--- src/logic/pst_pkg.sv ---
// Package of constants for the power-up self-test sequencer
// Functional notes
// Power-up and the reset-power-on command run the same full self-test.
// Faults flash error with power on; hardware adds talk and request, invalid ROM nothing, lower sum request, upper sum listen.
// Flashing faults light talk for NV-RAM, talk and listen for DRAM, all three for interprocessor.
// Any other lamp pattern is an internal, non-serviceable error.
// Error lit steadily alone is a configuration error from NV-RAM setup.
// The query-error-status command returns the recorded error.
// With no fault only power stays lit and initialization begins.
// An NV-RAM flag picks factory defaults or the user configuration.
// Configuration registers are then loaded from NV-RAM.
// Alarms are enabled only when their stored flag is set.
// Channel registers load, then the scan sequencer is programmed.
// Resetting the computation processor is the last step.
// The sequence takes about five seconds, then ready is shown.
// The expansion scan lamp is lit while an expansion scan is stored.
// The expansion error lamp is lit exactly while an error exists.
// Steps run strictly in order, each after the previous completes.
// Error flashes at a fixed parameter rate; fault patterns hold until reset.
package pst_pkg;

    // ----------------------------------------------------------------
    // Clock and timing
    // ----------------------------------------------------------------
    localparam int unsigned CLK_MHZ        = 200;
    localparam int unsigned SELFTEST_MS    = 5000;
    localparam longint unsigned SELFTEST_CYC = 64'(SELFTEST_MS) * 64'(CLK_MHZ) * 64'd1000;
    localparam int unsigned FLASH_MS       = 250;
    localparam longint unsigned FLASH_CYC  = 64'(FLASH_MS) * 64'(CLK_MHZ) * 64'd1000;

    // ----------------------------------------------------------------
    // Register map (byte offsets)
    // ----------------------------------------------------------------
    localparam logic [11:0] CTRL_OFS   = 12'h000;
    localparam logic [11:0] STAT_OFS   = 12'h004;
    localparam logic [11:0] FAULT_OFS  = 12'h008;
    localparam logic [11:0] NVCFG_OFS  = 12'h00c;
    localparam logic [11:0] IRQST_OFS  = 12'h010;
    localparam logic [11:0] IRQMSK_OFS = 12'h014;
    localparam logic [11:0] ERRQ_OFS   = 12'h018;

    // CTRL bits (write-one actions)
    localparam int unsigned CTRL_RESTART  = 0;
    localparam int unsigned CTRL_CFGERR   = 1;
    localparam int unsigned CTRL_CFGCLR   = 2;
    // NVCFG bits
    localparam int unsigned NV_USERCFG    = 0;
    localparam int unsigned NV_ALARMON    = 1;
    // IRQ bits
    localparam int unsigned IRQ_DONE      = 0;
    localparam int unsigned IRQ_FAULT     = 1;
    localparam int unsigned IRQ_CFGERR    = 2;
    localparam int unsigned IRQ_W         = 3;

    // Fault codes
    localparam logic [2:0] FLT_NONE  = 3'h0;
    localparam logic [2:0] FLT_HW    = 3'h1;
    localparam logic [2:0] FLT_ROMV  = 3'h2;
    localparam logic [2:0] FLT_ROML  = 3'h3;
    localparam logic [2:0] FLT_ROMU  = 3'h4;
    localparam logic [2:0] FLT_NVRAM = 3'h5;
    localparam logic [2:0] FLT_DRAM  = 3'h6;
    localparam logic [2:0] FLT_IPC   = 3'h7;

    // Sequencer states
    typedef enum logic [3:0] {
        PST_IDLE, PST_CHECK, PST_FAULT, PST_SELECT, PST_REGLD,
        PST_ALARM, PST_CHLD, PST_SEQLD, PST_CPURST, PST_WAIT, PST_READY
    } pst_state_t;

endpackage : pst_pkg

--- src/logic/pst_sync.sv ---
// Three-stage input synchroniser with agreement filter
`timescale 1ns/1ps
`default_nettype none
module pst_sync #(
    parameter int unsigned W = 1
) (
    input  wire logic         pclk,     // System clock
    input  wire logic         presetn,  // Async reset, active low
    input  wire logic [W-1:0] async_in, // Pin level
    output logic      [W-1:0] sync_out  // Filtered level
);
    logic [W-1:0] s1;
    logic [W-1:0] s2;
    logic [W-1:0] s3;

    // No reset on the stages: pins settle while reset is held
    always_ff @(posedge pclk) begin
        s1 <= async_in;
        s2 <= s1;
        s3 <= s2;
    end

    // Change accepted only once stages two and three agree, per bit
    always_ff @(posedge pclk or negedge presetn) begin
        if (!presetn) begin
            sync_out <= '0;
        end else begin
            for (int i = 0; i < W; i++) begin
                if (s2[i] == s3[i]) begin
                    sync_out[i] <= s3[i];
                end
            end
        end
    end
endmodule : pst_sync
`default_nettype wire

--- src/logic/pst_top.sv ---
// Power-up self-test sequencer with front-panel lamp encoding
`timescale 1ns/1ps
`default_nettype none
module pst_top
    import pst_pkg::*;
#(
    parameter longint unsigned SELFTEST_CYCLES = SELFTEST_CYC, // Total sequence time
    parameter longint unsigned FLASH_CYCLES    = FLASH_CYC     // Half period of flashing
) (
    input  wire logic        pclk,                      // System clock, 200 MHz
    input  wire logic        presetn,                   // Async reset, active low
    input  wire logic        psel,                      // APB select
    input  wire logic        penable,                   // APB enable
    input  wire logic        pwrite,                    // APB direction
    input  wire logic [11:0] paddr,                     // APB byte address
    input  wire logic [31:0] pwdata,                    // APB write data
    output logic      [31:0] prdata,                    // APB read data
    output logic             pready,                    // APB ready
    output logic             pslverr,                   // APB error
    input  wire logic        reset_cmd,                 // Reset-power-on command pulse, same clock
    input  wire logic [2:0]  fault_code,                // Hardware test result pins
    input  wire logic        exp_scan_store,            // Expansion scan being buffered (pin)
    output logic             talk_led,                  // Talk lamp
    output logic             listen_led,                // Listen lamp
    output logic             service_request_indicator, // Service request lamp
    output logic             error_led,                 // Error lamp
    output logic             power_led,                 // Power lamp
    output logic             exp_scan_led,              // Expansion scan lamp
    output logic             exp_error_led,             // Expansion error lamp
    output logic             cfg_user_sel,              // User configuration selected
    output logic             cfg_load,                  // Load configuration registers
    output logic             alarm_enable,              // Alarms enabled
    output logic             chan_load,                 // Load channel configuration
    output logic             seq_load,                  // Program scan sequencer
    output logic             cpu_reset,                 // Computation processor reset pulse
    output logic             ready,                     // Ready for normal operation
    output logic             irq                        // Interrupt, level
);
    if (SELFTEST_CYCLES < 64'd16 || FLASH_CYCLES < 64'd1) begin : g_bad_counts
        $error("pst_top: counts too small");
    end

    // ----------------------------------------------------------------
    // Pin synchronisation
    // ----------------------------------------------------------------
    logic [3:0] pins_s;
    pst_sync #(.W(4)) u_sync (
        .pclk     (pclk),
        .presetn  (presetn),
        .async_in ({exp_scan_store, fault_code}),
        .sync_out (pins_s)
    );
    logic [2:0] fault_s;
    logic       scan_s;
    assign fault_s = pins_s[2:0];
    assign scan_s  = pins_s[3];

    // ----------------------------------------------------------------
    // APB decode
    // ----------------------------------------------------------------
    logic wr_acc;
    logic rd_acc;
    logic hit;
    assign wr_acc = psel && penable && pwrite;
    assign rd_acc = psel && !penable && !pwrite;
    assign hit = (paddr <= ERRQ_OFS) && (paddr[1:0] == 2'h0);

    logic restart_req;
    logic cfg_err_set;
    logic cfg_err_clr;
    assign restart_req = reset_cmd || (wr_acc && paddr == CTRL_OFS && pwdata[CTRL_RESTART]);
    assign cfg_err_set = wr_acc && paddr == CTRL_OFS && pwdata[CTRL_CFGERR];
    assign cfg_err_clr = wr_acc && paddr == CTRL_OFS && pwdata[CTRL_CFGCLR];

    // ----------------------------------------------------------------
    // Sequencer state
    // ----------------------------------------------------------------
    pst_state_t      state;
    pst_state_t      next_state;
    logic [63:0]     elapsed;
    logic [2:0]      fault_rec;
    logic [1:0]      nv_cfg;
    logic            cfg_err;

    // Steps advance one per cycle up to PST_WAIT, which holds for the count; fault halts here
    always_comb begin
        next_state = state;
        case (state)
            PST_IDLE:   next_state = PST_CHECK;
            PST_CHECK:  next_state = (fault_s != FLT_NONE) ? PST_FAULT : PST_SELECT;
            PST_FAULT:  next_state = PST_FAULT;
            PST_SELECT: next_state = PST_REGLD;
            PST_REGLD:  next_state = PST_ALARM;
            PST_ALARM:  next_state = PST_CHLD;
            PST_CHLD:   next_state = PST_SEQLD;
            PST_SEQLD:  next_state = PST_CPURST;
            PST_CPURST: next_state = PST_WAIT;
            PST_WAIT:   next_state = (elapsed >= SELFTEST_CYCLES - 64'd1) ? PST_READY : PST_WAIT;
            PST_READY:  next_state = PST_READY;
            default:    next_state = PST_IDLE;
        endcase
    end

    // Restart from the same initial state for power-up and command alike
    always_ff @(posedge pclk or negedge presetn) begin
        if (!presetn) begin
            state <= PST_IDLE;
        end else if (restart_req) begin
            state <= PST_IDLE;
        end else begin
            state <= next_state;
        end
    end

    // Elapsed-time counter paces the end of the sequence
    always_ff @(posedge pclk or negedge presetn) begin
        if (!presetn) begin
            elapsed <= 64'd0;
        end else if (restart_req) begin
            elapsed <= 64'd0;
        end else if (state != PST_READY && state != PST_FAULT) begin
            elapsed <= elapsed + 64'd1;
        end
    end

    // Fault is latched at the check step and kept until reset
    always_ff @(posedge pclk or negedge presetn) begin
        if (!presetn) begin
            fault_rec <= FLT_NONE;
        end else if (restart_req) begin
            fault_rec <= FLT_NONE;
        end else if (state == PST_CHECK) begin
            fault_rec <= fault_s;
        end
    end

    // Configuration error flag; a set in the same cycle beats a clear
    always_ff @(posedge pclk or negedge presetn) begin
        if (!presetn) begin
            cfg_err <= 1'b0;
        end else if (cfg_err_set) begin
            cfg_err <= 1'b1;
        end else if (cfg_err_clr || restart_req) begin
            cfg_err <= 1'b0;
        end
    end

    // NV-RAM image of the power-up flags, written by software
    always_ff @(posedge pclk or negedge presetn) begin
        if (!presetn) begin
            nv_cfg <= 2'h0;
        end else if (wr_acc && paddr == NVCFG_OFS) begin
            nv_cfg <= pwdata[1:0];
        end
    end

    // ----------------------------------------------------------------
    // Initialization step outputs
    // ----------------------------------------------------------------
    always_ff @(posedge pclk or negedge presetn) begin
        if (!presetn) begin
            cfg_user_sel <= 1'b0;
            alarm_enable <= 1'b0;
        end else if (restart_req) begin
            cfg_user_sel <= 1'b0;
            alarm_enable <= 1'b0;
        end else begin
            if (state == PST_SELECT) begin
                cfg_user_sel <= nv_cfg[NV_USERCFG];
            end
            if (state == PST_ALARM) begin
                alarm_enable <= nv_cfg[NV_ALARMON];
            end
        end
    end

    // One-cycle strobes for each load step
    always_ff @(posedge pclk or negedge presetn) begin
        if (!presetn) begin
            cfg_load  <= 1'b0;
            chan_load <= 1'b0;
            seq_load  <= 1'b0;
            cpu_reset <= 1'b0;
        end else begin
            cfg_load  <= !restart_req && state == PST_REGLD;
            chan_load <= !restart_req && state == PST_CHLD;
            seq_load  <= !restart_req && state == PST_SEQLD;
            cpu_reset <= !restart_req && state == PST_CPURST;
        end
    end

    always_ff @(posedge pclk or negedge presetn) begin
        if (!presetn) begin
            ready <= 1'b0;
        end else begin
            ready <= !restart_req && next_state == PST_READY;
        end
    end

    // ----------------------------------------------------------------
    // Lamp flashing and encoding
    // ----------------------------------------------------------------
    logic [63:0] flash_cnt;
    logic        flash;

    // Free toggle; shared by all fault patterns so the rate is fixed
    always_ff @(posedge pclk or negedge presetn) begin
        if (!presetn) begin
            flash_cnt <= 64'd0;
            flash     <= 1'b0;
        end else if (flash_cnt >= FLASH_CYCLES - 64'd1) begin
            flash_cnt <= 64'd0;
            flash     <= !flash;
        end else begin
            flash_cnt <= flash_cnt + 64'd1;
        end
    end

    logic next_talk;
    logic next_listen;
    logic next_srq;
    logic next_err;

    // Pattern table; unknown patterns never arise from legal codes
    always_comb begin
        next_talk   = 1'b0;
        next_listen = 1'b0;
        next_srq    = 1'b0;
        next_err    = 1'b0;
        if (state == PST_FAULT) begin
            next_err = flash;
            case (fault_rec)
                FLT_HW:    begin next_talk = 1'b1; next_srq = 1'b1; end
                FLT_ROMV:  begin next_talk = 1'b0; end
                FLT_ROML:  begin next_srq = 1'b1; end
                FLT_ROMU:  begin next_listen = 1'b1; end
                FLT_NVRAM: begin next_talk = 1'b1; end
                FLT_DRAM:  begin next_talk = 1'b1; next_listen = 1'b1; end
                FLT_IPC:   begin
                    next_talk = 1'b1;
                    next_listen = 1'b1;
                    next_srq = 1'b1;
                end
                default:   begin next_talk = 1'b1; next_listen = 1'b1; next_err = 1'b1; end
            endcase
        end else if (cfg_err) begin
            next_err = 1'b1;
        end
        // Otherwise all off: no fault leaves only power lit
    end

    always_ff @(posedge pclk or negedge presetn) begin
        if (!presetn) begin
            talk_led                  <= 1'b0;
            listen_led                <= 1'b0;
            service_request_indicator <= 1'b0;
            error_led                 <= 1'b0;
            power_led                 <= 1'b0;
        end else begin
            talk_led                  <= next_talk;
            listen_led                <= next_listen;
            service_request_indicator <= next_srq;
            error_led                 <= next_err;
            power_led                 <= 1'b1;
        end
    end

    // Expansion chassis lamps follow scan storage and any error condition
    always_ff @(posedge pclk or negedge presetn) begin
        if (!presetn) begin
            exp_scan_led  <= 1'b0;
            exp_error_led <= 1'b0;
        end else begin
            exp_scan_led  <= scan_s;
            exp_error_led <= cfg_err || (state == PST_FAULT);
        end
    end

    // ----------------------------------------------------------------
    // Interrupts: sticky, write-one-to-clear, set wins
    // ----------------------------------------------------------------
    logic [IRQ_W-1:0] irq_st;
    logic [IRQ_W-1:0] irq_mask;
    logic [IRQ_W-1:0] irq_ev;
    logic [IRQ_W-1:0] irq_clr;
    assign irq_ev[IRQ_DONE]   = !restart_req && next_state == PST_READY && state != PST_READY;
    assign irq_ev[IRQ_FAULT]  = !restart_req && next_state == PST_FAULT && state != PST_FAULT;
    assign irq_ev[IRQ_CFGERR] = cfg_err_set && !cfg_err;
    assign irq_clr = (wr_acc && paddr == IRQST_OFS) ? pwdata[IRQ_W-1:0] : '0;

    always_ff @(posedge pclk or negedge presetn) begin
        if (!presetn) begin
            irq_st <= '0;
        end else begin
            irq_st <= (irq_st & ~irq_clr) | irq_ev;
        end
    end

    always_ff @(posedge pclk or negedge presetn) begin
        if (!presetn) begin
            irq_mask <= '0;
        end else if (wr_acc && paddr == IRQMSK_OFS) begin
            irq_mask <= pwdata[IRQ_W-1:0];
        end
    end

    always_ff @(posedge pclk or negedge presetn) begin
        if (!presetn) begin
            irq <= 1'b0;
        end else begin
            irq <= |(((irq_st & ~irq_clr) | irq_ev) & irq_mask);
        end
    end

    // ----------------------------------------------------------------
    // APB read path: data registered in setup, ready in access
    // ----------------------------------------------------------------
    logic [31:0] next_rdata;
    always_comb begin
        next_rdata = 32'h0000_0000;
        case (paddr)
            STAT_OFS:   next_rdata = {27'h0, ready, alarm_enable, cfg_user_sel,
                                      cfg_err, state == PST_FAULT};
            FAULT_OFS:  next_rdata = {29'h0, fault_rec};
            NVCFG_OFS:  next_rdata = {30'h0, nv_cfg};
            IRQST_OFS:  next_rdata = {29'h0, irq_st};
            IRQMSK_OFS: next_rdata = {29'h0, irq_mask};
            ERRQ_OFS:   next_rdata = {28'h0, cfg_err, fault_rec};
            default:    next_rdata = 32'h0000_0000;
        endcase
    end

    always_ff @(posedge pclk or negedge presetn) begin
        if (!presetn) begin
            prdata <= 32'h0000_0000;
        end else if (rd_acc) begin
            prdata <= next_rdata;
        end
    end

    // Ready and error in the access phase only; unmapped address errors
    always_ff @(posedge pclk or negedge presetn) begin
        if (!presetn) begin
            pready  <= 1'b0;
            pslverr <= 1'b0;
        end else begin
            pready  <= psel && !penable;
            pslverr <= psel && !penable && !hit;
        end
    end
endmodule : pst_top
`default_nettype wire

--- config.mk ---
export PLATFORM = sky130hd
export DESIGN_NAME = pst_top
export DESIGN_NICKNAME = d
export VERILOG_FILES = /design/src/logic/pst_pkg.sv /design/src/logic/pst_sync.sv /design/src/logic/pst_top.sv
export SDC_FILE = /design/constraint.sdc
export NUM_CORES = 1
export LEC_CHECK = 0
export BUFFER_PORTS_ARGS = -buffer_cell sky130_fd_sc_hd__buf_2
export CORE_AREA = 3 3 184 186
export CTS_CLUSTER_DIAMETER = 200
export DETAILED_ROUTE_END_ITERATION = 10
export DIE_AREA = 0 0 187 189
export PLACE_DENSITY = 0.42
export SLEW_MARGIN = 0
export SYNTH_ARGS = -nofsm -noshare
export SYNTH_HDL_FRONTEND = slang
export SYNTH_SLANG_ARGS = --single-unit
--- constraint.sdc ---
create_clock -name pclk -period 3.2 [get_ports pclk]
set_input_delay 0.64 -clock pclk [delete_from_list [all_inputs] [get_ports pclk]]
set_output_delay 0.64 -clock pclk [all_outputs]
set_load 0.02 [all_outputs]
# After elaboration in Yosys (flattened, before gate mapping)
# Index checks and enable logic that the tools add are counted.
# Widths: inputs -> output; s select.
# op_classes
n_addsub	2
mul	0
n_div	0
n_lt_le_gt_ge	3
eq_ne	31
shifts	0
muxes	26
bitwise_logic	4
n_reduce_logical	46
# ops
op	n
$mux 64	3
$add 64x1->64 const B	2
$ge 64x26->1 const B	1
$ge 64x30->1 const B	1
$pmux 4 s11	1
$eq 12x5->1 const B	3
$pmux 5 s6	1
$eq 12x4->1 const B	2
$logic_and 1x1->1	23
$eq 4x3->1 const B	4
$eq 4x4->1 const B	4
$mux 1	16
$eq 12x3->1 const B	1
$eq 3x3->1 const B	4
$eq 4x2->1 const B	3
$le 12x5->1 const B	1
$logic_not 12->1	1
$reduce_bool 2->1	5
$mux 3	3
$reduce_or 3->1	3
$reduce_or 7->1	1
$and 3x3->3	2
$eq 3x2->1 const B	2
$logic_not 1->1	6
other kinds (14)	19
# totals
regBits	210
latchBits	0
ram_bits	0
mem_bits_ro	0
in_bits	54
out_inout_bits	49
elab_cells	146
mem_count	0

# Longest topological paths before layout
# logic_depth
depth_word	11
depth_mapped	10
depth_no_buf	7

# By module
# Synthesis repeated with hierarchy kept, for this count alone.
# hier_totals
cells_unflattened	787
area_unflattened_um2	8249.2
# by_module_without_submodules
mod	instances	cells_per_inst	area_per_inst_um2	seq_area_each_um2
pst_top	1	767	7863.8	4179.0
pst_sync	1	20	385.4	340.3

# Worst setup path before layout
# Ideal clock, no wire load.
# synth_path
path_type	in2reg
start	input paddr[7]
end	register elapsed[55]
setup_time_ns	0.132
arrival_time_ns	2.203
t_required_ns	3.068
setup_slack_ns	0.865
path_stages	8
n_path_buf	2
cell_sequence	nor4_1 and3_1 a31oi_1 buf_6 buf_2 nor4b_1 xnor2_1 nor2_1
# synth_between
elab_chain_cells	5
word_cells_on_any_way	6
cone_classes	mux: 1; reduce/logical: 5
# synth_rtl
element	line_no	text
start: declaration	pst_top.sv:15	input wire logic [11:0] paddr,
$logic_not 12->1 (*)	pst_top.sv:71	assign restart_req = reset_cmd || (wr_acc && paddr == CTRL_OFS && pwdata[CTRL_RESTART]);
$logic_and 1x1->1 (*) (2 in series)	pst_top.sv:71	
$logic_or 1x1->1 (*)	pst_top.sv:71	
$mux 64 / $reduce_bool 2->1 (equally long branches)	--	
end signal: assignment	pst_top.sv:122	elapsed <= elapsed + 64'd1;
end: declaration	pst_top.sv:80	logic [63:0] elapsed;
# Mark *: on every way between the ends. The rest lies on a longest branch, timed or not.
# A chain may end at the register's enable or synchronous reset.

# Worst setup path in the final report
# layout_path
start	register elapsed[62]
end	register state[0]
# layout_between
elab_chain_cells	4
# layout_rtl
element	line_no	text
$ge 64x30->1	pst_top.sv:98	PST_WAIT: next_state = (elapsed >= SELFTEST_CYCLES - 64'd1) ? PST_READY : PST_WAIT;
$mux 2	pst_top.sv:98	
$pmux 4 s11	pst_top.sv:88	case (state)
$mux 4	pst_top.sv:108	end else if (restart_req) begin
end signal: assignment	pst_top.sv:111	state <= next_state;
end: declaration	pst_top.sv:78	pst_state_t state;
# No other way between the ends.

==> summary.md <==
| Metric | Value |
|---|---|
| Via Count | 5,799 |
| Syn Inst Count | 790 |
| Number of synthesized register bits | around 180 |
| Gate power share | 0.066 |
| Number of global-route vias before repair | 5,733 |
| Post-synthesis mux area share | 0.01272 |
| Clk sink count | 183 |
| Largest net degree at the start of global routing | 54 |
| Leading area contributor after synthesis | dfrtp_1 |
| Die Footprint | ~0.035 mm² |
| RSZ-0062 raised after global routing | false |
| Pre-antenna DRT Iters | 4 |
| Final Cycle Share | 0.7973 |
| Initial Utilization | 0.2576 |
| Net switching power | 1.339 mW |
| Status | completed |
| Core box area | around 0.032 mm² |
| Power Density | 497.2 mW/mm² |
| Setup crit start kind | flip-flop |
| Most frequent cell after synthesis | dfrtp_1 |
| Commonest cells in the netlist | dfrtp_1, nor2_1, xnor2_1, nand2_1, nand3_1 |
| GPL Wtd Cong | 0.7359 |
| Final net count | between 900 and 1,000 |
| Setup-failing EPs final | 0 |
| Share of the synthesized area in the top cell type | 0.5119 |
| # DRC | 0 |
| Starting DRT DRC Count | 367 |
| Final setup skew | 0.01179 ns |
| Crit path kind | reg2reg |
| Gr ovfl total | 0 |
| Yosys warns | 0 |
| Hold Path Class | in2async |
| Cell Area, Synth | ~0.0084 mm² |
| Final setup TNS | 0 ns |
| Simple-gate portion of the synthesized area | 0.2555 |
| H-tree levels | 4 |
| Worst setup EP type | flip-flop |
| Post-synth EDFFs | 0 |
| Total power | between 4 and 5 mW |
| IO buf count | 46 |
| Fin. Hold Viols | 0 |
| First-pass GRT wire length | between 30,000 and 40,000 µm |
| Setup Fix Bufs, Post-CTS | 0 |
| Distinct cells, synth | 68 |
| Worst-Margin Slew | between 0.8 and 0.9 ns |
| Row count | 66 |
| Fmax | just under 0.4 GHz |
| Adder-cell share of the synthesized area | 0.007783 |
| Die Wd | ~190 µm |
| Worst Path Max Fanout | 4 |
| Clock buffer depth | 2 |
| Final min period | about 2.6 ns |
| Power Internal | 3.536 mW |
| Synth area leaders | dfrtp_1, xnor2_1, nor2_1 |
| Leak Pwr | 3.946 nW |
| Post-CTS sizing | 0 |
| Data required time of the critical path | 3.55 ns |
| Antenna diode count | 0 |
| Dominant synthesized flop cell | dfrtp_1 |
| Layout cells sized above 1 | 0.1480 |
| VDD IR max | 0.0003397 V |
| Switching share of power | 0.2747 |
| Crit path arrival time | between 2 and 3 ns |
| Antenna violations before repair | 0 |
| Clock power frac | 0.435 |
| Main combinational cell family by area after synthesis | simple AND/OR/NAND/NOR gates |
| Xor/xnor share of the synthesized area | 0.08277 |
| CTS buffer count | 17 |
| HPWL Detailed | around 12,000 µm |
| Slew margin rel. | 0.4312 |
| Vias per std cell | 4.347 |
| IO Pins | a little over 100 |
| Async set-reset flop share out of synthesis | 0.9344 |
| Worst-skew pair later-pin latency | 0.44 ns |
| Root buffer cell | clkbuf_16 |
| TritonCTS clock tree | done |
| Synth Area in Compound Gates | 0.05119 |
| Post-synthesis sequential area ratio | 0.5406 |
| Hold Buf Count CTS | 0 |
| Max Slew Vio Count | 0 |
| WL/cell | 13.42 µm |
| Avg Cell Area, Syn | 10.58 µm² |
| Layout area overhead | 17.29% |
| # Max-Cap Violations | 0 |
| Post-DRT Antenna Nets | 0 |
| Gr usage total | 0.1054 |
| Clk slew on worst S/H paths | 0.08 ns |
| Seq pwr share | 0.499 |
| WL final | between 15,000 and 20,000 µm |
| Die Ht | 189 µm |
[metrics by stage]
step	setup WS, ns	instance area [µm²]	hold WS [ns]	utilization	instances
6_report	0.6485	9804	0.1642	0.3021	1334
5_1_grt	0.5008	9804	0.1948	0.3021	1334
4_1_cts	0.6377	9804	0.1776	0.3021	1334
3_5_place_dp	0.4892	9198	0.3168	0.2834	1302
3_3_place_gp	0.5259	9198	0.3098	0.2834	1302
2_1_floorplan	0.8650	8600	0.3096	-	854
[path summary, 6_finish.rpt]
| path | end | from | slack [ns] | cells past startpoint |
|---|---|---|---|---|
| worst max-delay path | state[0]$_DFF_PN0_ | elapsed[62]$_DFFE_PN0P_ | 0.65 | 6 |
| worst min-delay path | elapsed[17]$_DFFE_PN0P_ | presetn | 0.16 | 1 |
| worst max register to register | state[0]$_DFF_PN0_ | elapsed[62]$_DFFE_PN0P_ | 0.65 | 6 |
| worst min register to register | u_sync.s2[3]$_DFF_P_ | u_sync.s1[3]$_DFF_P_ | 0.33 | 0 |
| max in group asynchronous | elapsed[30]$_DFFE_PN0P_ | presetn | 2.27 | 2 |
| min in group pclk | u_sync.s1[3]$_DFF_P_ | exp_scan_store | 0.30 | 1 |
[state kept, by name (all words and copies together) (netlist names), 2 cells and up]
signal	count
u_sync.sync_out	4
state	4
nv_cfg	2
fault_rec	3
u_sync.s3	4
elapsed	64
u_sync.s2	4
flash_cnt	64
irq_mask	3
irq_st	3
u_sync.s1	4
prdata	5
[routing by layer]
layer	part of all wire	vias to the layer above	GRT usage
met2	0.44	101	0.1614
li1	-	2869	-
met1	0.51	2817	0.1498
met3	0.038	12	0.02074
met5	0	-	0
met4	0.012	0	0.03431
[kinds of logic (layout without fill, tap and decap cells)]
family,Yosys count,in the layout
adders and majority gates,6,6
AOI/OAI and AO/OA,67,67
xor gates and xnor gates,79,79
other,2,66
and+or+nand+nor,377,377
buffers and inverters,66,104
muxes,10,10
DFF,183,183
[power groups by stage]
stage          Clock [mW]  Sequential, mW  Combinational, mW
6_report             2.12            2.43              0.323
5_1_grt              2.29            2.44              0.364
4_1_cts              2.20            2.43              0.330
3_5_place_dp            0            2.48              0.329
3_3_place_gp            0            2.48              0.327
2_1_floorplan           0            2.47              0.223
[cell type report]
cell class              instances  area [µm²]
repair buffers                 62       394.1
well taps                     442       553.0
fillers                      3331       22650
clock buffers                  17       425.4
inverters                      10       37.54
flip-flops and latches        183        4519
clock inverters                15       181.4
multi-input cells             605        3694
[worst max-delay path, cell delays in order, from the launching register on]
cell     delay [ns]
dfrtp_1        0.40
nor4_1         0.48
nand4_1        0.23
nor3_1         0.30
nand3_1        0.24
or4b_2         0.65
a21oi_1        0.17
[placed cells by master, fill, tap and decap left out, types with 15 or more instances in the layout]
cell type	n
nor4_1	34
clkbuf_16	17
conb_1	66
dfrtp_1	171
nor2_1	113
nand3_1	40
a21oi_1	20
xor2_1	26
nand4_1	33
nand2_1	51
xnor2_1	53
nor3_1	25
buf_2	45
o21ai_0	15
(Power assumes the default switching activity.)
